[src/design/sac_pkg.sv]
// Purpose: shared constants and types for the converter control block
// Assumes: block clock of 20 MHz (50 ns period)
// Notes:   all timing figures kept in ns, cycle counts derived below
package sac_pkg;

  // result width and buffering
  localparam int DATA_W     = 18;
  localparam int FIFO_DEPTH = 8;

  // clock and conversion timing, figures in ns
  localparam int CLK_PERIOD_NS = 50;
  localparam int CONV_MIN_NS   = 500;
  localparam int CONV_MAX_NS   = 1300;

  // conversion counter width and derived cycle counts
  localparam int CNT_W = 6;
  // least time rounds up
  localparam logic [CNT_W-1:0] CONV_MIN_CYC =
    CNT_W'((CONV_MIN_NS + CLK_PERIOD_NS - 1) / CLK_PERIOD_NS);
  // longest time rounds down
  localparam logic [CNT_W-1:0] CONV_MAX_CYC =
    CNT_W'(CONV_MAX_NS / CLK_PERIOD_NS);

  // serial bit counter width, holds up to the busy-bit frame length
  localparam int BIT_W = 5;

  // reset values of the pin view and serial output, and the busy-bit level
  localparam logic PIN_IDLE      = 1'b1;
  localparam logic OUT_OE_N_RST  = 1'b1;
  localparam logic OUT_DATA_RST  = 1'b1;
  localparam logic BUSY_BIT_LVL  = 1'b0;

  // control states
  typedef enum logic [1:0] {
    SAC_ACQ   = 2'b00,  // acquisition, powered down, output released
    SAC_CONV  = 2'b01,  // conversion on the internal clock
    SAC_WAIT  = 2'b10,  // result buffered, waiting for the read to open
    SAC_SHIFT = 2'b11   // result going out on serial-clock falls
  } sac_state_t;

  // the three digital pins that arrive from the host
  typedef struct packed {
    logic convert_start_input;
    logic din;
    logic sclk;
  } sac_pins_t;

endpackage : sac_pkg

[src/design/sac_sync.sv]
// Purpose: two-flop synchroniser for asynchronous pin levels
// Assumes: inputs are levels, each bit crossed independently
// Notes:   only the second stage may be read by other logic
module sac_sync #(
  parameter int          W     = 3,
  parameter logic [W-1:0] RST_V = '1
) (
  input  wire logic         i_clock,
  input  wire logic         i_rst,
  input  wire logic [W-1:0] i_async,
  output logic      [W-1:0] o_sync
);

  logic [W-1:0] meta_reg;
  logic [W-1:0] sync_reg;

  // first stage feeds the second stage and nothing else
  always_ff @(posedge i_clock) begin
    if (i_rst) begin
      meta_reg <= RST_V;
      sync_reg <= RST_V;
    end else begin
      meta_reg <= i_async;
      sync_reg <= meta_reg;
    end
  end

  assign o_sync = sync_reg;

endmodule // sac_sync

[src/design/sac_fifo.sv]
// Purpose: small synchronous fifo between conversion and readout
// Assumes: single clock, depth a power of two
// Notes:   push and pop in one cycle allowed even when full
module sac_fifo #(
  parameter int W     = 18,
  parameter int DEPTH = 8
) (
  input  wire logic         i_clock,
  input  wire logic         i_rst,
  input  wire logic         i_in_valid,
  output logic              o_in_ready,
  input  wire logic [W-1:0] i_in_data,
  output logic              o_out_valid,
  input  wire logic         i_out_ready,
  output logic      [W-1:0] o_out_data
);

  localparam int AW = $clog2(DEPTH);

  // elaboration check: pointers wrap only for power-of-two depths
  if (DEPTH < 2 || (1 << AW) != DEPTH) begin : g_bad_depth
    $error("fifo depth must be a power of two, at least 2");
  end

  logic [W-1:0]  mem [DEPTH];
  logic [AW-1:0] wr_reg, wr_next;
  logic [AW-1:0] rd_reg, rd_next;
  logic [AW:0]   cnt_reg, cnt_next;
  logic          push, pop;

  // valid straight from the fill count, ready also when a pop frees the slot
  assign o_out_valid = (cnt_reg != '0);
  assign o_in_ready  = (cnt_reg != (AW+1)'(DEPTH)) || i_out_ready;
  assign push        = i_in_valid && o_in_ready;
  assign pop         = o_out_valid && i_out_ready;
  assign o_out_data  = mem[rd_reg];

  // pointer and count next values
  always_comb begin
    wr_next  = push ? wr_reg + 1'b1 : wr_reg;
    rd_next  = pop ? rd_reg + 1'b1 : rd_reg;
    cnt_next = cnt_reg;
    if (push && !pop) begin
      cnt_next = cnt_reg + 1'b1;
    end else if (pop && !push) begin
      cnt_next = cnt_reg - 1'b1;
    end
  end

  always_ff @(posedge i_clock) begin
    if (i_rst) begin
      wr_reg  <= '0;
      rd_reg  <= '0;
      cnt_reg <= '0;
    end else begin
      wr_reg  <= wr_next;
      rd_reg  <= rd_next;
      cnt_reg <= cnt_next;
    end
  end

  // storage has no reset, only written words are ever read
  always_ff @(posedge i_clock) begin
    if (push) begin
      mem[wr_reg] <= i_in_data;
    end
  end

endmodule // sac_fifo

[src/design/sac_ctrl.sv]
// Purpose: conversion sequencer and serial readout of a SAR converter
// Assumes: pins from the host are asynchronous and pass two flops;
//          the analog core reports done and an offset-binary code
// Notes:   serial clock only moves readout bits, never conversion timing
module sac_ctrl #(
  parameter int DATA_W     = sac_pkg::DATA_W,
  parameter int FIFO_DEPTH = sac_pkg::FIFO_DEPTH
) (
  input  wire logic              i_clock,
  input  wire logic              i_rst,
  input  wire logic              i_convert_start_input,
  input  wire logic              i_serial_in,
  input  wire logic              i_serial_clock,
  input  wire logic              i_core_done,
  input  wire logic [DATA_W-1:0] i_core_code,
  output logic                   o_core_start,
  output logic                   o_sample_connect,
  output logic                   o_powered_down,
  output logic                   o_converting,
  output logic                   o_daisy_mode,
  output logic                   o_busy_bit_enabled,
  output logic                   o_result_ready,
  output logic                   o_serial_out,
  output logic                   o_serial_out_oe_n
);

  localparam int SH_W = DATA_W + 1;

  // the busy frame must fit the bit counter, timing must be ordered
  if (DATA_W < 2 || SH_W >= (1 << sac_pkg::BIT_W)) begin : g_bad_width
    $error("result width does not fit the serial bit counter");
  end
  if (sac_pkg::CONV_MIN_CYC > sac_pkg::CONV_MAX_CYC) begin : g_bad_conv
    $error("minimum conversion time exceeds maximum");
  end
  // the fifo itself refuses non-power-of-two depths, this catches the trivial case
  if (FIFO_DEPTH < 2) begin : g_bad_depth
    $error("fifo needs at least two words");
  end

  // offset binary from the core to two's complement
  function automatic logic [DATA_W-1:0] to_twos(
    input logic [DATA_W-1:0] code
  );
    to_twos = {~code[DATA_W-1], code[DATA_W-2:0]};
  endfunction

  // frame length in serial falls, one more when the busy bit leads
  function automatic logic [sac_pkg::BIT_W-1:0] frame_len(
    input logic busy
  );
    frame_len = busy ? sac_pkg::BIT_W'(SH_W) : sac_pkg::BIT_W'(DATA_W);
  endfunction

  // pins cross into the block clock through two flops
  sac_pkg::sac_pins_t pins_raw;
  sac_pkg::sac_pins_t pins_s;
  sac_pkg::sac_pins_t pins_prev_reg;
  sac_pkg::sac_pins_t pins_prev_next;

  assign pins_raw.convert_start_input = i_convert_start_input;
  assign pins_raw.din    = i_serial_in;
  assign pins_raw.sclk   = i_serial_clock;

  sac_sync #(
    .W     (3),
    .RST_V ({3{sac_pkg::PIN_IDLE}})
  ) u_sync (
    .i_clock (i_clock),
    .i_rst   (i_rst),
    .i_async (pins_raw),
    .o_sync  (pins_s)
  );

  // fifo between the converter and the serial shifter
  logic              push_valid;
  logic              push_ready;
  logic [DATA_W-1:0] push_data;
  logic              pop_valid;
  logic              pop_ready;
  logic [DATA_W-1:0] pop_data;

  sac_fifo #(
    .W     (DATA_W),
    .DEPTH (FIFO_DEPTH)
  ) u_fifo (
    .i_clock     (i_clock),
    .i_rst       (i_rst),
    .i_in_valid  (push_valid),
    .o_in_ready  (push_ready),
    .i_in_data   (push_data),
    .o_out_valid (pop_valid),
    .i_out_ready (pop_ready),
    .o_out_data  (pop_data)
  );

  // control state
  sac_pkg::sac_state_t           state_reg, state_next;
  logic [sac_pkg::CNT_W-1:0]     conv_cnt_reg, conv_cnt_next;
  logic [sac_pkg::BIT_W-1:0]     bit_cnt_reg, bit_cnt_next;
  logic [SH_W-1:0]               shift_reg, shift_next;
  logic                          daisy_reg, daisy_next;
  logic                          busy_en_reg, busy_en_next;
  logic                          dout_reg, dout_next;
  logic                          oe_n_reg, oe_n_next;
  logic                          start_reg, start_next;
  logic                          sel_n_prev_reg, sel_n_prev_next;

  // edges seen on the synchronised pins
  logic cnv_rise;
  logic sclk_fall;
  logic sel_n;
  logic sel_rise;
  logic conv_end;

  assign cnv_rise  = pins_s.convert_start_input && !pins_prev_reg.convert_start_input;
  assign sclk_fall = !pins_s.sclk && pins_prev_reg.sclk;
  // 3-wire ties data-in high, 4-wire holds convert-start high, so the
  // select is low when either pin is low; daisy uses convert-start
  assign sel_n     = daisy_reg ? pins_s.convert_start_input
                               : (pins_s.convert_start_input && pins_s.din);
  assign sel_rise  = sel_n && !sel_n_prev_reg;
  // length set by the core but clamped between the two bounds
  assign conv_end  = ((conv_cnt_reg >= sac_pkg::CONV_MIN_CYC - 1'b1)
                      && i_core_done)
                     || (conv_cnt_reg >= sac_pkg::CONV_MAX_CYC - 1'b1);

  // result enters the fifo at conversion end, recoded on the way
  assign push_data  = to_twos(i_core_code);
  assign push_valid = (state_reg == sac_pkg::SAC_CONV) && conv_end;
  assign pop_ready  = (state_reg == sac_pkg::SAC_WAIT) && pop_valid
                      && (busy_en_reg || !sel_n);

  // timing of one sample, counted in block clock edges:
  //   pin rise at edge 0, seen in the second sync stage at edge 2,
  //   compared against the previous sample in the cycle after it,
  //   so the conversion state and start pulse appear at edge 3.
  // conversion:
  //   the counter starts at zero in the first conversion cycle;
  //   the core may finish the word from the tenth cycle on, and the
  //   twenty-sixth cycle ends it regardless, so the length stays
  //   inside the allowed band even with a silent core.
  //   a full buffer holds the end back instead of losing a word;
  //   the converting flag then stays high for good, as nothing pops while converting.
  // busy decision:
  //   the select level in the last conversion cycle picks the frame
  //   kind; low asks for the leading busy bit, high leaves the line
  //   released until the host lowers the select itself.
  // readout:
  //   every serial-clock fall is found three block clocks after the
  //   pin moves, so the host clock must stay well below the block
  //   clock; a faster host would see bits repeated, not skipped.
  //   the output bit changes only on a detected fall, which keeps
  //   the bit valid on both serial-clock edges for a slow host.
  //   a select rise ends the frame on the next edge whatever the
  //   count, and the remaining bits of that word are dropped.
  // restart:
  //   a convert-start rise in any state but conversion begins a new
  //   sample at once, even in the middle of a frame; from a frame the old
  //   word has left the buffer; from the wait state it is popped and dropped only if the busy bit is set or the select is low in that cycle, else it stays buffered.
  // daisy data:
  //   in daisy mode the data-in level enters the low end of the
  //   shifter on each fall, but the frame ends before those bits reach
  //   the output; in select mode zeros fill in and are never shown.
  // limitation:
  //   only one word waits per frame; further words stay buffered
  //   until the next conversion ends and opens a new read.

  // sequencer next values
  always_comb begin
    state_next      = state_reg;
    conv_cnt_next   = conv_cnt_reg;
    bit_cnt_next    = bit_cnt_reg;
    shift_next      = shift_reg;
    daisy_next      = daisy_reg;
    busy_en_next    = busy_en_reg;
    dout_next       = dout_reg;
    oe_n_next       = oe_n_reg;
    start_next      = 1'b0;
    sel_n_prev_next = sel_n;
    pins_prev_next  = pins_s;

    case (state_reg)
      sac_pkg::SAC_CONV: begin
        // serial clock has no effect here, output stays released
        oe_n_next     = sac_pkg::OUT_OE_N_RST;
        conv_cnt_next = conv_cnt_reg + 1'b1;
        if (conv_end && push_ready) begin
          // a select held low at the end asks for the busy bit
          busy_en_next = !sel_n;
          state_next   = sac_pkg::SAC_WAIT;
        end else if (conv_end) begin
          // full fifo holds the conversion at its end; no pop frees room while converting
          conv_cnt_next = conv_cnt_reg;
        end
      end
      sac_pkg::SAC_WAIT: begin
        if (pop_ready) begin
          bit_cnt_next = '0;
          oe_n_next    = 1'b0;
          if (busy_en_reg) begin
            // busy bit first, acting as the host interrupt
            shift_next = {sac_pkg::BUSY_BIT_LVL, pop_data};
          end else begin
            // select fall opens the frame with the MSB
            shift_next = {pop_data, 1'b0};
          end
          dout_next  = shift_next[SH_W-1];
          state_next = sac_pkg::SAC_SHIFT;
        end
      end
      sac_pkg::SAC_SHIFT: begin
        if (sel_rise) begin
          // select release cuts the frame short
          oe_n_next  = sac_pkg::OUT_OE_N_RST;
          state_next = sac_pkg::SAC_ACQ;
        end else if (sclk_fall) begin
          // serial clock only moves bits out of the shifter
          shift_next   = {shift_reg[SH_W-2:0],
                          daisy_reg & pins_s.din};
          dout_next    = shift_next[SH_W-1];
          bit_cnt_next = bit_cnt_reg + 1'b1;
          if (bit_cnt_next == frame_len(busy_en_reg)) begin
            oe_n_next  = sac_pkg::OUT_OE_N_RST;
            dout_next  = sac_pkg::OUT_DATA_RST;
            state_next = sac_pkg::SAC_ACQ;
          end
        end
      end
      default: begin
        // acquisition: idle until the next convert-start
        oe_n_next = sac_pkg::OUT_OE_N_RST;
      end
    endcase

    // a convert-start rise outside a conversion restarts the sequencer, not the fifo
    if (cnv_rise && state_reg != sac_pkg::SAC_CONV) begin
      daisy_next    = !pins_s.din;
      oe_n_next     = sac_pkg::OUT_OE_N_RST;
      dout_next     = sac_pkg::OUT_DATA_RST;
      conv_cnt_next = '0;
      start_next    = 1'b1;
      state_next    = sac_pkg::SAC_CONV;
    end
  end

  // sequencer registers
  always_ff @(posedge i_clock) begin
    if (i_rst) begin
      state_reg      <= sac_pkg::SAC_ACQ;
      conv_cnt_reg   <= '0;
      bit_cnt_reg    <= '0;
      shift_reg      <= '0;
      daisy_reg      <= 1'b0;
      busy_en_reg    <= 1'b0;
      dout_reg       <= sac_pkg::OUT_DATA_RST;
      oe_n_reg       <= sac_pkg::OUT_OE_N_RST;
      start_reg      <= 1'b0;
      sel_n_prev_reg <= sac_pkg::PIN_IDLE;
      pins_prev_reg  <= {3{sac_pkg::PIN_IDLE}};
    end else begin
      state_reg      <= state_next;
      conv_cnt_reg   <= conv_cnt_next;
      bit_cnt_reg    <= bit_cnt_next;
      shift_reg      <= shift_next;
      daisy_reg      <= daisy_next;
      busy_en_reg    <= busy_en_next;
      dout_reg       <= dout_next;
      oe_n_reg       <= oe_n_next;
      start_reg      <= start_next;
      sel_n_prev_reg <= sel_n_prev_next;
      pins_prev_reg  <= pins_prev_next;
    end
  end

  // status views, all decoded from registered state
  assign o_core_start       = start_reg;
  // sampling switch open for the whole conversion
  assign o_sample_connect   = (state_reg != sac_pkg::SAC_CONV);
  assign o_powered_down     = (state_reg != sac_pkg::SAC_CONV);
  assign o_converting       = (state_reg == sac_pkg::SAC_CONV);
  assign o_daisy_mode       = daisy_reg;
  assign o_busy_bit_enabled = busy_en_reg;
  // readable only once a result sits in the buffer
  assign o_result_ready     = pop_valid;
  assign o_serial_out       = dout_reg;
  assign o_serial_out_oe_n  = oe_n_reg;

endmodule // sac_ctrl

[config.mk]
export PLATFORM = sky130hd
export DESIGN_NAME = sac_ctrl
export DESIGN_NICKNAME = d
export VERILOG_FILES = /design/src/design/sac_pkg.sv /design/src/design/sac_sync.sv /design/src/design/sac_fifo.sv /design/src/design/sac_ctrl.sv
export SDC_FILE = /design/constraint.sdc
export NUM_CORES = 1
export LEC_CHECK = 0
export BUFFER_PORTS_ARGS = -buffer_cell sky130_fd_sc_hd__buf_2
export CAP_MARGIN = 5
export CORE_ASPECT_RATIO = 1.5
export CORE_MARGIN = 2
export CORE_UTILIZATION = 31
export DETAILED_ROUTE_END_ITERATION = 8
export PLACE_DENSITY = 0.53
export SLEW_MARGIN = 0
export SYNTH_ARGS = -nofsm -noshare
export SYNTH_HDL_FRONTEND = slang
export SYNTH_SLANG_ARGS = --single-unit
[constraint.sdc]
create_clock -name i_clock -period 5.2 [get_ports i_clock]
set_clock_uncertainty 0.1 [all_clocks]
set_input_delay 0.78 -clock i_clock [delete_from_list [all_inputs] [get_ports i_clock]]
set_output_delay 0.78 -clock i_clock [all_outputs]
set_load 0.05 [all_outputs]
## Yosys cells after proc, flatten, opt, wreduce, memory -nomap -nowiden

Memory sizes are Yosys's and may differ from the RTL's. A register that Yosys moved wholly into a read port is not among the register bits.
Index checks and enable logic that the tools add are counted.

| operators by class | value |
|---|---|
| equal/unequal tests | 17 |
| add/subtract/negate cells | 6 |
| mux-type cells | 37 |
| magnitude comparators | 2 |
| reduce and logical (&&, ||, !) cells | 36 |
| bitwise gates (word level) | 2 |

Operators with widths:

| kind | count |
|---|---|
| two-way mux 18 bit | 3 |
| one-hot mux 18 bit (2 select lines) | 1 |
| two-way mux 19 bit | 1 |
| two-way mux 5 bit | 3 |
| logical AND 1 bit | 14 |
| two-way mux 1 bit | 14 |
| two-way mux 6 bit | 2 |
| != test 4 bit (second input constant) | 3 |
| two-way mux 2 bit | 5 |
| one-hot mux 5 bit (2 select lines) | 1 |
| AND reduction 5 bit | 2 |
| two-way mux 4 bit | 2 |
| != test 2 x 1 -> 1 bit (second input constant) | 4 |
| nonzero test 4 bit | 2 |
| zero test 1 bit | 7 |
| adder 3 x 1 -> 3 bit (second input constant) | 2 |
| adder 6 x 1 -> 6 bit (second input constant) | 1 |
| greater-or-equal comparator 6 x 4 -> 1 bit (second input constant) | 1 |
| greater-or-equal comparator 6 x 5 -> 1 bit (second input constant) | 1 |
| two-way mux 3 bit | 2 |
| != test 3 x 1 -> 1 bit (second input constant) | 2 |
| != test 3 bit (second input constant) | 2 |
| one-hot mux 2 bit (3 select lines) | 1 |
| adder 5 x 1 -> 5 bit (second input constant) | 1 |
| 16 further kinds | 23 |

| word-level totals | value |
|---|---|
| input bits | 24 |
| output and inout port bits | 9 |
| bits in writable memories | 144 |
| bits in registers | 55 |
| memories kept | 1 |
| word-level logic and storage cells | 119 |

Memory list:

| memory | words | bits a word | read ports | clocked after Yosys merged registers in | wr ports | RTL line | RTL |
|---|---|---|---|---|---|---|---|
| u_fifo.mem | 8 | 18 | 1 | 1 | 1 | sac_fifo.sv:25 | `logic [W-1:0] mem [DEPTH];` |

## Depth between registers and ports, before layout

Gate-level depths: netlist of run 1.

| logic depth | value |
|---|---|
| depth after elaboration | 11 |
| depth in mapped cells | 15 |
| mapped depth without buffers | 15 |

## Hierarchy

From an unflattened synthesis of run 1, not the netlist that was laid out.

| second synthesis, totals | value |
|---|---|
| cells, all modules | 554 |
| area total of the unflattened synthesis | 8602.0 um^2 |

Modules (own cells, without submodules):

| module | area each (um^2) | cells each | instances |
|---|---|---|---|
| sac_fifo | 6197.2 | 281 | 1 |
| sac_ctrl | 2247.2 | 261 | 1 |
| sac_sync | 157.7 | 12 | 1 |

## Worst setup path before layout of run 1

OpenSTA, ideal clock, no wires.

| timing path | value |
|---|---|
| kind | input to register |
| start | in i_core_done |
| end | mem u_fifo.mem[4][0] (enable) |
| cell stages on the path | 5 |
| path slack | 1.226 ns |
| library setup time | 0.446 ns |
| arrival time | 3.428 ns |
| data required time | 4.654 ns |
| buffers on the path | 0 |
| cell sequence | o21ai_0 o21a_1 a31oi_1 nand2_1 nor4b_1 |

| between the ends | value |
|---|---|
| longest elaborated chain between the ends | 6 |

RTL lines:

| what | RTL line | RTL |
|---|---|---|
| from (decl) | sac_ctrl.sv:14 | `input wire logic i_core_done,` |
| logical AND 1 bit | sac_ctrl.sv:125 | `&& i_core_done)` |
| logical OR 1 bit | sac_ctrl.sv:126 | `\|\| (conv_cnt_reg >= sac_pkg::CONV_MAX_CYC - 1'b1);` |
| logical AND 1 bit | sac_ctrl.sv:130 | `assign push_valid = (state_reg == sac_pkg::SAC_CONV) && conv_end;` |
| logical AND 1 bit | sac_fifo.sv:34 | `assign push = i_in_valid && o_in_ready;` |
| two-way mux 1 bit | sac_fifo.sv:64 | `if (push) begin` |
| two-way mux 1 bit (not written as such) | sac_fifo.sv:65 | `mem[wr_reg] <= i_in_data;` |
| to (decl) | sac_fifo.sv:25 |  |

Every way passes these cells.

## Final worst setup path of run 1

| timing path | value |
|---|---|
| start | reg conv_cnt_reg[0] (netlist bit) |
| end | reg u_fifo.cnt_reg[3] |

| between the ends | value |
|---|---|
| longest elaborated chain between the ends | 8 |
| elaborated cells on any way between the ends | 11 |
| classes of those cells | 2 x order compare; 1 x mux; 8 x reduce/logical |

RTL lines:

| what | RTL line | RTL |
|---|---|---|
| from (decl) | sac_ctrl.sv:99 | `logic [sac_pkg::CNT_W-1:0] conv_cnt_reg, conv_cnt_next;` |
| from (signal assigned) | sac_ctrl.sv:263 | `conv_cnt_reg <= conv_cnt_next;` |
| greater-or-equal comparator 6 x 4 -> 1 bit | sac_ctrl.sv:124 | `assign conv_end = ((conv_cnt_reg >= sac_pkg::CONV_MIN_CYC - 1'b1)` |
| logical AND 1 bit | sac_ctrl.sv:125 |  |
| logical OR 1 bit (*) | sac_ctrl.sv:126 |  |
| logical AND 1 bit (*) | sac_ctrl.sv:130 |  |
| logical AND 1 bit (*) | sac_fifo.sv:34 |  |
| net u_fifo.push | sac_fifo.sv:29 | `logic push, pop;` |
| zero test 1 bit | sac_fifo.sv:45 | `end else if (pop && !push) begin` |
| logical AND 1 bit | sac_fifo.sv:45 |  |
| nonzero test 2 bit (no source line) | n/a |  |
| to (signal assigned) | sac_fifo.sv:58 | `cnt_reg <= cnt_next;` |
| to (decl) | sac_fifo.sv:28 | `logic [AW:0] cnt_reg, cnt_next;` |

The timed path passes the listed nets; every way through them passes the cells marked *.
A chain may end at the register's enable or synchronous reset.

==> flow_summary.json, run 1 <==
{
  "numCtsBuffers": 21,
  "io_pins": 33,
  "slew_headroom_pct": 29.5,
  "dr.pass1.iters": 4,
  "grt_use_total_pct": 12.2,
  "port_buffers": 32,
  "initial_utilization_pct": 31.3,
  "die_area_mm2": 0.0279,
  "h-tree-depth": 1,
  "seqPwrFrac_pct": 52.8,
  "drcViolationCount": 0,
  "num_rows": 73,
  "gp_congestion": 0.749,
  "ys.flop_type": "edfxtp_1",
  "power.internal_mw": 2.66,
  "synth_edf_count": 144,
  "crit_fanout": 7,
  "critPathLaunchType": "flip-flop",
  "path_class": "reg -> reg",
  "final_cell_mix": "edfxtp_1, dfxtp_1, nor2_1, mux4_2",
  "hold_violations": 0,
  "final.setup.tns_ns": 0,
  "vias": 4567,
  "min_path_type": "reg -> reg",
  "endpoint_kind": "flip-flop",
  "synthTopCellsByArea": "edfxtp_1, dfxtp_1, mux4_2, mux2i_1, nor2_1",
  "finalCritPeriodShare_pct": 64.0,
  "cts_repair_resize_count": 0,
  "p_leak_nw": 3.02,
  "grt_setup_unrepaired": "false",
  "syn_inst": 542,
  "cts_setup_buffers": 0,
  "netlist_area_mm2": 0.00825,
  "vdd_drop_max_uv": 179,
  "ys_warn_count": 0,
  "syn_nets": 581,
  "netSwitchingPower_mw": 0.764,
  "switching_share_pct": 22.3,
  "gr-total-overflow": 0,
  "finalMaxSlewViolations": 0,
  "die_h_um": 204,
  "antenna_found_initial": 1,
  "fin_total_pwr_mw": 3.42,
  "clkLatencyLatePin_ns": 0.49,
  "tightestPinTransition_ns": 1.06,
  "combinationalPowerShare_pct": 6.9,
  "n_antenna_cell": 0,
  "synthArstFlopShare_pct": 0,
  "ys_seq_area_share_pct": 66.5,
  "root_buffer": "clkbuf_16",
  "yosysUniqueCellTypes": 58,
  "drive_above_1_share_pct": 24.0,
  "design.core.area_mm2": 0.0263,
  "drt_iter0_drc": 210,
  "arrival_ns": 3.63,
  "avgSynthCellArea_um2": 15.2,
  "wl_per_cell_um": 18.0,
  "largest_reg_flops": 144,
  "ant_nets": 0,
  "die_x_um": 137,
  "synth_top_area_share_pct": 52.4,
  "ys_ff_latch": 202,
  "hold_slack_ns": 0.316,
  "clkSinkCount": 202,
  "ctsHoldBuffers": 0,
  "layout_min_cycle_time_ns": 3.33,
  "fmax_mhz": 300,
  "routed_wl_mm": 16.8,
  "clk_pin_slew_ns": 0.06,
  "grt_max_degree": 46,
  "syn_to_final_growth_pct": 14.2,
  "required_ns": 5.51,
  "cts_tree": "done",
  "viasPerCell": 4.90,
  "setup_viol": 0,
  "hpwl_mm": 10.2,
  "final_common_cell": "edfxtp_1",
  "place_area_mm2": 0.00879,
  "layout.nets": 620,
  "r2r_setup_slack_ns": 1.87,
  "cts_buffer_depth": 3,
  "p_clk_share_pct": 40.3,
  "maxCapViolCount": 0,
  "design_area_mm2": 0.00942,
  "grt_pass1_vias": 4774,
  "cellPowerDensity_mw_per_mm2": 363,
  "outcome": "complete, no violations",
  "grt_pass1_wl_mm": 26.4,
  "synth_top_area_cell": "edfxtp_1"
}
==> power by group through the flow <==
| stage | Sequential [mW] | Clock (mW) | Combinational [mW] |
|---|---|---|---|
| floorplan | 1.84 | 0 | 0.185 |
| global placement | 1.84 | 0 | 0.220 |
| detailed placement | 1.84 | 0 | 0.232 |
| CTS | 1.81 | 1.42 | 0.234 |
| global route | 1.81 | 1.49 | 0.265 |
| finish | 1.81 | 1.38 | 0.235 |
==> area by class of cell <==
class                   instances  area [um^2]
fillers                      2534        16900
flip-flops and latches        202         5490
clock buffers                  26          544
clock inverters                11         82.6
multi-input cells             298         2580
well taps                     337          422
inverters                      13         48.8
repair buffers                 45          258
==> metal layers <==
| layer | GRT usage (%) | vias to the layer above | part of all wire [%] |
|---|---|---|---|
| met2 | 21.5 | 82 | 52 |
| met1 | 14.9 | 2305 | 42 |
| met3 | 2.01 | 34 | 3.5 |
| met5 | 0 | - | 0.054 |
| li1 | - | 2144 | - |
| met4 | 4.53 | 2 | 2.7 |
==> stage by stage <==
stage                     std cells  setup WS, ns  utilization (%)
after CTS                       932          1.87             35.8
after floorplan                 542          1.23                -
after detailed placement        895          1.73             33.4
after global routing            932          1.64             35.8
final                           932          1.87             35.8
after global placement          895          1.82             33.4
==> path summary, 6_finish.rpt <==
path | cells past startpoint | start | endpoint
setup reg to reg | 15 | conv_cnt_reg[0]$_SDFFE_PP0P_ | u_fifo.cnt_reg[3]$_SDFFE_PP0P_
hold reg to reg | 1 | u_sync.meta_reg[2]$_SDFF_PP1_ | u_sync.o_sync[2]$_SDFF_PP1_
setup / recovery | 15 | conv_cnt_reg[0]$_SDFFE_PP0P_ | u_fifo.cnt_reg[3]$_SDFFE_PP0P_
hold / removal | 1 | u_sync.meta_reg[2]$_SDFF_PP1_ | u_sync.o_sync[2]$_SDFF_PP1_
==> worst max-delay path, cell delays in order (launching register included) <==
cell and delay (ns):
dfxtp_1 0.41, inv_1 0.07, ha_1 0.18, nor3b_1 0.14, o21a_1 0.18, a31oi_1 0.24
nand2_1 0.26, inv_2 0.19, ha_1 0.20, inv_1 0.09, ha_1 0.29, a21o_1 0.18
a21oi_1 0.17, xnor2_1 0.10, or3_1 0.30, a21oi_1 0.15
==> cells in the mapped netlist (all sizes together) (3+ instances only) <==
library cell / n
o21ai: 37
mux2i: 22
o211ai: 4
buf: 17
inv: 13
nor3b: 3
nor3: 5
ha: 14
nor2b: 3
o22ai: 13
nand2: 30
xor2: 9
xnor2: 7
a21oi: 15
nand3: 6
a221oi: 5
a211oi: 5
nor2: 47
mux4: 35
clkbuf: 12
or2: 8
edfxtp: 144
dfxtp: 58
==> kinds of logic (layout without fill, tap and decap cells) <==
group | count (synthesis) | in the layout | share of synthesized area (%)
XOR/XNOR | 16 | 16 | 1.70
adder cells (fa/ha/maj) | 15 | 15 | 2.37
flip-flops | 202 | 202 | 66.5
buffers and inverters | 42 | 95 | 2.69
AO/OA/AOI/OAI | 91 | 91 | 7.46
multiplexers | 59 | 59 | 12.5
AND/OR/NAND/NOR | 117 | 117 | 6.77
No activity file was read; power rests on OpenSTA's default activity.
==> inputs of run 2 (changes only) <==
==> constraint.sdc (replaced) <==
create_clock -name i_clock -period 3.12 [get_ports i_clock]
set_clock_uncertainty 0.1 [all_clocks]
set_input_delay 0.468 -clock i_clock [delete_from_list [all_inputs] [get_ports i_clock]]
set_output_delay 0.468 -clock i_clock [all_outputs]
set_load 0.05 [all_outputs]
==> run 2 against run 1 <==
Against the previous run: die area unchanged; power up 76%; non-clock buffer count is 8 higher; sequential share of layout area is 1.3 points lower; global-route usage up 0.063 points; critical path depth did not move; clock-buffer cell count decreased by 3; first-iteration DRC count grew 32%; cell area is 2.3% higher; routed wire length grew 1.6%; setup slack got worse by 1.7 ns; largest power group unchanged.
==> flow_summary.json, run 2 (synthesis gave the netlist of run 1 again) <==
{
  "critPathLaunchType": "flip-flop",
  "cts_tree": "done",
  "grt_use_total_pct": 12.3,
  "fin_cells": 941,
  "required_ns": 3.44,
  "endpoint_kind": "flip-flop",
  "ant_nets": 0,
  "maxCapViolCount": 0,
  "initial_utilization_pct": 31.3,
  "vdd_drop_max_uv": 487,
  "fill_cells": 2485,
  "largest_reg_flops": 144,
  "fin_ws_ns": 0.190,
  "layout.nets": 628,
  "grt_max_degree": 45,
  "outcome": "complete, no violations",
  "die_x_um": 137,
  "syn_to_final_growth_pct": 16.8,
  "final_cell_mix": "edfxtp_1, dfxtp_1, nor2_1, mux4_2",
  "final.setup.tns_ns": 0,
  "gr-total-overflow": 0,
  "root_buffer": "clkbuf_16",
  "hold_slack_ns": 0.0632,
  "drt_iter0_drc": 278,
  "drcViolationCount": 0,
  "finalCritPeriodShare_pct": 93.9,
  "clkSinkCount": 202,
  "slew_headroom_pct": 60.3,
  "design.core.area_mm2": 0.0263,
  "holdPathEnd": "u_sync.meta_reg[2]$_SDFF_PP1_",
  "clk_pin_slew_ns": 0.06,
  "fin_total_pwr_mw": 6.02,
  "preCtsSetupSlack_ns": 0.173,
  "clkLatencyLatePin_ns": 0.50,
  "h-tree-depth": 1,
  "n_antenna_cell": 0,
  "tightestPinTransition_ns": 0.596,
  "arrival_ns": 3.25,
  "gp_congestion": 0.724,
  "r2r_cells": 15,
  "setup_viol": 0,
  "path_class": "reg -> reg",
  "hold_depth": 2,
  "drive_above_1_share_pct": 25.8,
  "fmax_mhz": 341,
  "routed_wl_mm": 17.1,
  "grt_pass1_vias": 4838,
  "dr.pass1.iters": 6,
  "reg2reg_from": "conv_cnt_reg[0]$_SDFFE_PP0P_",
  "ctsHoldBuffers": 0,
  "finalMaxSlewViolations": 0,
  "cts_buffer_depth": 3,
  "r2r_setup_slack_ns": 0.19,
  "min_path_type": "in -> reg",
  "final_common_cell": "edfxtp_1",
  "hpwl_mm": 10.3,
  "crit_fanout": 5,
  "post-place-cells": 903,
  "grt_pass1_wl_mm": 26.6,
  "viasPerCell": 4.95,
  "wl_per_cell_um": 18.1,
  "numCtsBuffers": 21,
  "port_buffers": 32,
  "num_rows": 73,
  "layout_min_cycle_time_ns": 2.93,
  "hold_violations": 0,
  "antenna_found_initial": 1,
  "io_pins": 33,
  "vias": 4661,
  "cellPowerDensity_mw_per_mm2": 625,
  "die_h_um": 204,
  "min-delay-start": "i_convert_start_input",
  "die_area_mm2": 0.0279,
  "r2r-end": "u_fifo.cnt_reg[3]$_SDFFE_PP0P_",
  "grt_setup_unrepaired": "false",
  "p_leak_nw": 3.11
}
## run 2: changes by cell type in the layout (fill, tap and decap cells not counted), moves of 2 or more
cell	before	now
buf_12	0	2
nor4b_2	2	0
clkbuf_1	5	2
nor4b_4	0	2
bufinv_16	1	4
buf_4	13	19
## run 2: layout make-up
| type | instances | area (um^2) | share of cell area [%] |
|---|---|---|---|
| Multi-Input combinational cell | 298 | 2610 | 27.1 |
| Timing Repair Buffer | 53 | 343 | 3.56 |
| Tap cell | 337 | 422 | 4.38 |
| Clock inverter | 15 | 193 | 2.00 |
| Inverter | 13 | 48.8 | 0.506 |
| Clock buffer | 23 | 533 | 5.53 |
| Sequential cell | 202 | 5490 | 57.0 |
## run 2: through the flow
step / utilization, % / area (um^2)
after floorplan: - / 8280
after global placement: 33.8 / 8900
after detailed placement: 33.8 / 8900
after CTS: 36.6 / 9630
after global routing: 36.6 / 9630
final: 36.6 / 9630
## run 2: worst max-delay path by stage
stage          slack [ns]                             end  cells after the start                             from
6_report             0.19  u_fifo.cnt_reg[3]$_SDFFE_PP0P_                     15     conv_cnt_reg[0]$_SDFFE_PP0P_
2_1_floorplan        0.03      u_fifo.mem[4][0]$_DFFE_PP_                      5  o_busy_bit_enabled$_SDFFE_PP0P_
4_1_cts              0.15  u_fifo.cnt_reg[3]$_SDFFE_PP0P_                     15     conv_cnt_reg[0]$_SDFFE_PP0P_
5_1_grt              0.01  u_fifo.cnt_reg[3]$_SDFFE_PP0P_                     15     conv_cnt_reg[0]$_SDFFE_PP0P_
3_3_place_gp         0.26  u_fifo.cnt_reg[3]$_SDFFE_PP0P_                     15     conv_cnt_reg[0]$_SDFFE_PP0P_
3_5_place_dp         0.17  u_fifo.cnt_reg[3]$_SDFFE_PP0P_                     15     conv_cnt_reg[0]$_SDFFE_PP0P_
## run 2: worst max-delay path, stage by stage, from the launching register on
cell     delay [ns]
dfxtp_2        0.37
inv_1          0.06
ha_1           0.19
nor3b_2        0.16
o21a_1         0.19
a31oi_1        0.18
nand2_1        0.12
inv_2          0.07
ha_1           0.18
inv_1          0.09
ha_1           0.28
a21o_1         0.17
a21oi_1        0.16
xnor2_1        0.09
or3_1          0.30
a21oi_1        0.14
## run 2: report_power, final
group / leakage [nW] / switching [mW] / internal [mW]
combinational: 0.996 / 0.243 / 0.155
sequential: 1.76 / 0.0556 / 2.96
clock: 0.354 / 1.03 / 1.58
## run 2: routing by layer
metal	vias up	global-route usage [%]	part of all wire, %	routed length (um)
li1	2166	-	-	-
met1	2364	14.1	40	6800
met2	96	22.9	53	9070
met3	33	1.91	3.7	637
met4	2	4.01	3.1	533
met5	-	0	0.065	11
## run 2: timing repair
action,4_1_cts,5_1_grt
gates resized for setup,0,2
setup endpoints to repair,0,1
buffers inserted,0,0
==> inputs of run 3 (changes only) <==
--- a/config.mk
+++ b/config.mk
@@ -5,6 +5,7 @@
 export SDC_FILE = /design/constraint.sdc
 export NUM_CORES = 1
 export LEC_CHECK = 0
+export ABC_CLOCK_PERIOD_IN_PS = 3750
 export BUFFER_PORTS_ARGS = -buffer_cell sky130_fd_sc_hd__buf_2
 export CAP_MARGIN = 5
 export CORE_ASPECT_RATIO = 1.5
@@ -12,7 +13,6 @@
 export CORE_UTILIZATION = 31
 export DETAILED_ROUTE_END_ITERATION = 8
 export PLACE_DENSITY = 0.53
-export SLEW_MARGIN = 0
 export SYNTH_ARGS = -nofsm -noshare
 export SYNTH_HDL_FRONTEND = slang
 export SYNTH_SLANG_ARGS = --single-unit
==> constraint.sdc (replaced) <==
create_clock -name i_clock -period 3.75 [get_ports i_clock]
set_clock_uncertainty 0.1 [all_clocks]
set_input_delay 0.5625 -clock i_clock [delete_from_list [all_inputs] [get_ports i_clock]]
set_output_delay 0.5625 -clock i_clock [all_outputs]
set_load 0.05 [all_outputs]
==> run 3 against run 2 <==
Against the previous run: die area unchanged; cell area fell by 0.14%; flip-flop and latch count stayed put; final cell count fell by 0.32%; clock power decreased by 15%; combinational power fell by 19%; utilization fell by 0.052 points; largest cell class unchanged.
==> flow_summary.json, run 3 (synthesis gave the netlist of run 1 again) <==
{
  "num_rows": 73,
  "layout.nets": 625,
  "viasPerCell": 4.93,
  "grt_pass1_vias": 4824,
  "cellPowerDensity_mw_per_mm2": 524,
  "clkSinkCount": 202,
  "endpoint_kind": "flip-flop",
  "hold_violations": 0,
  "maxCapViolCount": 0,
  "busiest_layer": "met2",
  "grt_max_degree": 46,
  "finalMaxSlewViolations": 0,
  "final_common_cell": "edfxtp_1",
  "groute.layer.met2.usage_pct": 23.4,
  "layout_min_cycle_time_ns": 3.14,
  "final.setup.tns_ns": 0,
  "tightestPinTransition_ns": 0.854,
  "syn_to_final_growth_pct": 16.7,
  "required_ns": 4.08,
  "crit_fanout": 6,
  "arrival_ns": 3.46,
  "numCtsBuffers": 22,
  "dr.pass1.iters": 5,
  "netSwitchingPower_mw": 1.12,
  "finalCoreUtilization_pct": 36.6,
  "gr-total-overflow": 0,
  "ant_nets": 0,
  "clkLatencyLatePin_ns": 0.50,
  "slew_headroom_pct": 43.1,
  "p_leak_nw": 3.11,
  "grt_use_total_pct": 12.6,
  "die_h_um": 204,
  "die_x_um": 137,
  "clk_pin_slew_ns": 0.06,
  "drive_above_1_share_pct": 25.5,
  "cts_tree": "done",
  "antenna_found_initial": 0,
  "cts_setup_buffers": 0,
  "cts_buffer_depth": 3,
  "io_pins": 33,
  "initial_utilization_pct": 31.3,
  "power.internal_mw": 3.92,
  "design_area_mm2": 0.00962,
  "n_antenna_cell": 0,
  "gp_congestion": 0.721,
  "final_cell_mix": "edfxtp_1, dfxtp_1, nor2_1, mux4_2",
  "cts_repair_resize_count": 0,
  "grt_setup_unrepaired": "false",
  "grtUsageMet3_pct": 1.72,
  "hpwl_mm": 10.8,
  "critPathLaunchType": "flip-flop",
  "path_class": "reg -> reg",
  "drt_iter0_drc": 264,
  "min_path_type": "in -> reg",
  "vias": 4629,
  "root_buffer": "clkbuf_16",
  "grt_pass1_wl_mm": 27.0,
  "largest_reg_flops": 144,
  "design.core.area_mm2": 0.0263,
  "port_buffers": 32,
  "outcome": "complete, no violations",
  "die_area_mm2": 0.0279,
  "combinationalPowerShare_pct": 6.4,
  "h-tree-depth": 1,
  "drcViolationCount": 0,
  "wl_per_cell_um": 18.2,
  "setup_viol": 0,
  "seqPwrFrac_pct": 49.7,
  "use_met1_pct": 14.6,
  "place_area_mm2": 0.00888,
  "finalCritPeriodShare_pct": 83.6,
  "routed_wl_mm": 17.1,
  "ctsHoldBuffers": 0,
  "vdd_drop_max_uv": 301,
  "switching_share_pct": 22.3,
  "fmax_mhz": 319,
  "p_clk_share_pct": 43.9
}
## run 3: layer usage
layer,vias to the layer above,routed length (um)
li1,2165,-
met1,2368,6860
met2,69,9350
met3,27,523
met4,0,376
met5,-,0
## run 3: worst max-delay path, cell delays in order (launching register included)
cell and delay [ns]:
dfxtp_1 0.42, inv_1 0.07, ha_1 0.18, nor3b_1 0.14
o21a_1 0.19, a31oi_1 0.24, nand2_1 0.13, inv_2 0.13
ha_1 0.19, inv_1 0.10, ha_1 0.29, a21o_1 0.18
a21oi_1 0.17, xnor2_1 0.09, or3_1 0.30, a21oi_1 0.14
## run 3: layout make-up
cell class / count / area [um^2]
clock buffer: 25 / 583
sequential: 202 / 5490
clock inverter: 14 / 160
inverter: 13 / 48.8
fill: 2527 / 16700
tap: 337 / 422
multi-input combinational: 298 / 2590
timing repair buffer: 49 / 325
## run 3: metrics by stage
stage,hold WS [ns],cells,power (mW),worst slack [ns]
2_1_floorplan,0.289,542,2.81,0.0246
3_3_place_gp,0.305,899,2.86,0.720
3_5_place_dp,0.301,899,2.87,0.636
4_1_cts,0.141,938,5.10,0.606
5_1_grt,0.147,938,5.24,0.302
6_report,0.154,938,5.04,0.615
## run 3: worst paths after layout
kind	endpoint	cells past startpoint	slack, ns	from
max reg2reg	u_fifo.cnt_reg[3]$_SDFFE_PP0P_	15	0.61	conv_cnt_reg[0]$_SDFFE_PP0P_
max	u_fifo.cnt_reg[3]$_SDFFE_PP0P_	15	0.61	conv_cnt_reg[0]$_SDFFE_PP0P_
min	u_sync.meta_reg[1]$_SDFF_PP1_	2	0.15	i_serial_in
min reg2reg	u_sync.o_sync[0]$_SDFF_PP1_	1	0.31	u_sync.meta_reg[0]$_SDFF_PP1_
## run 3: power by group through the flow
stage,clock [mW],combinational [mW],sequential [mW]
after CTS,2.27,0.323,2.51
after global placement,0,0.308,2.55
final,2.21,0.321,2.51
after global routing,2.36,0.362,2.51
after detailed placement,0,0.322,2.55
after floorplan,0,0.257,2.55
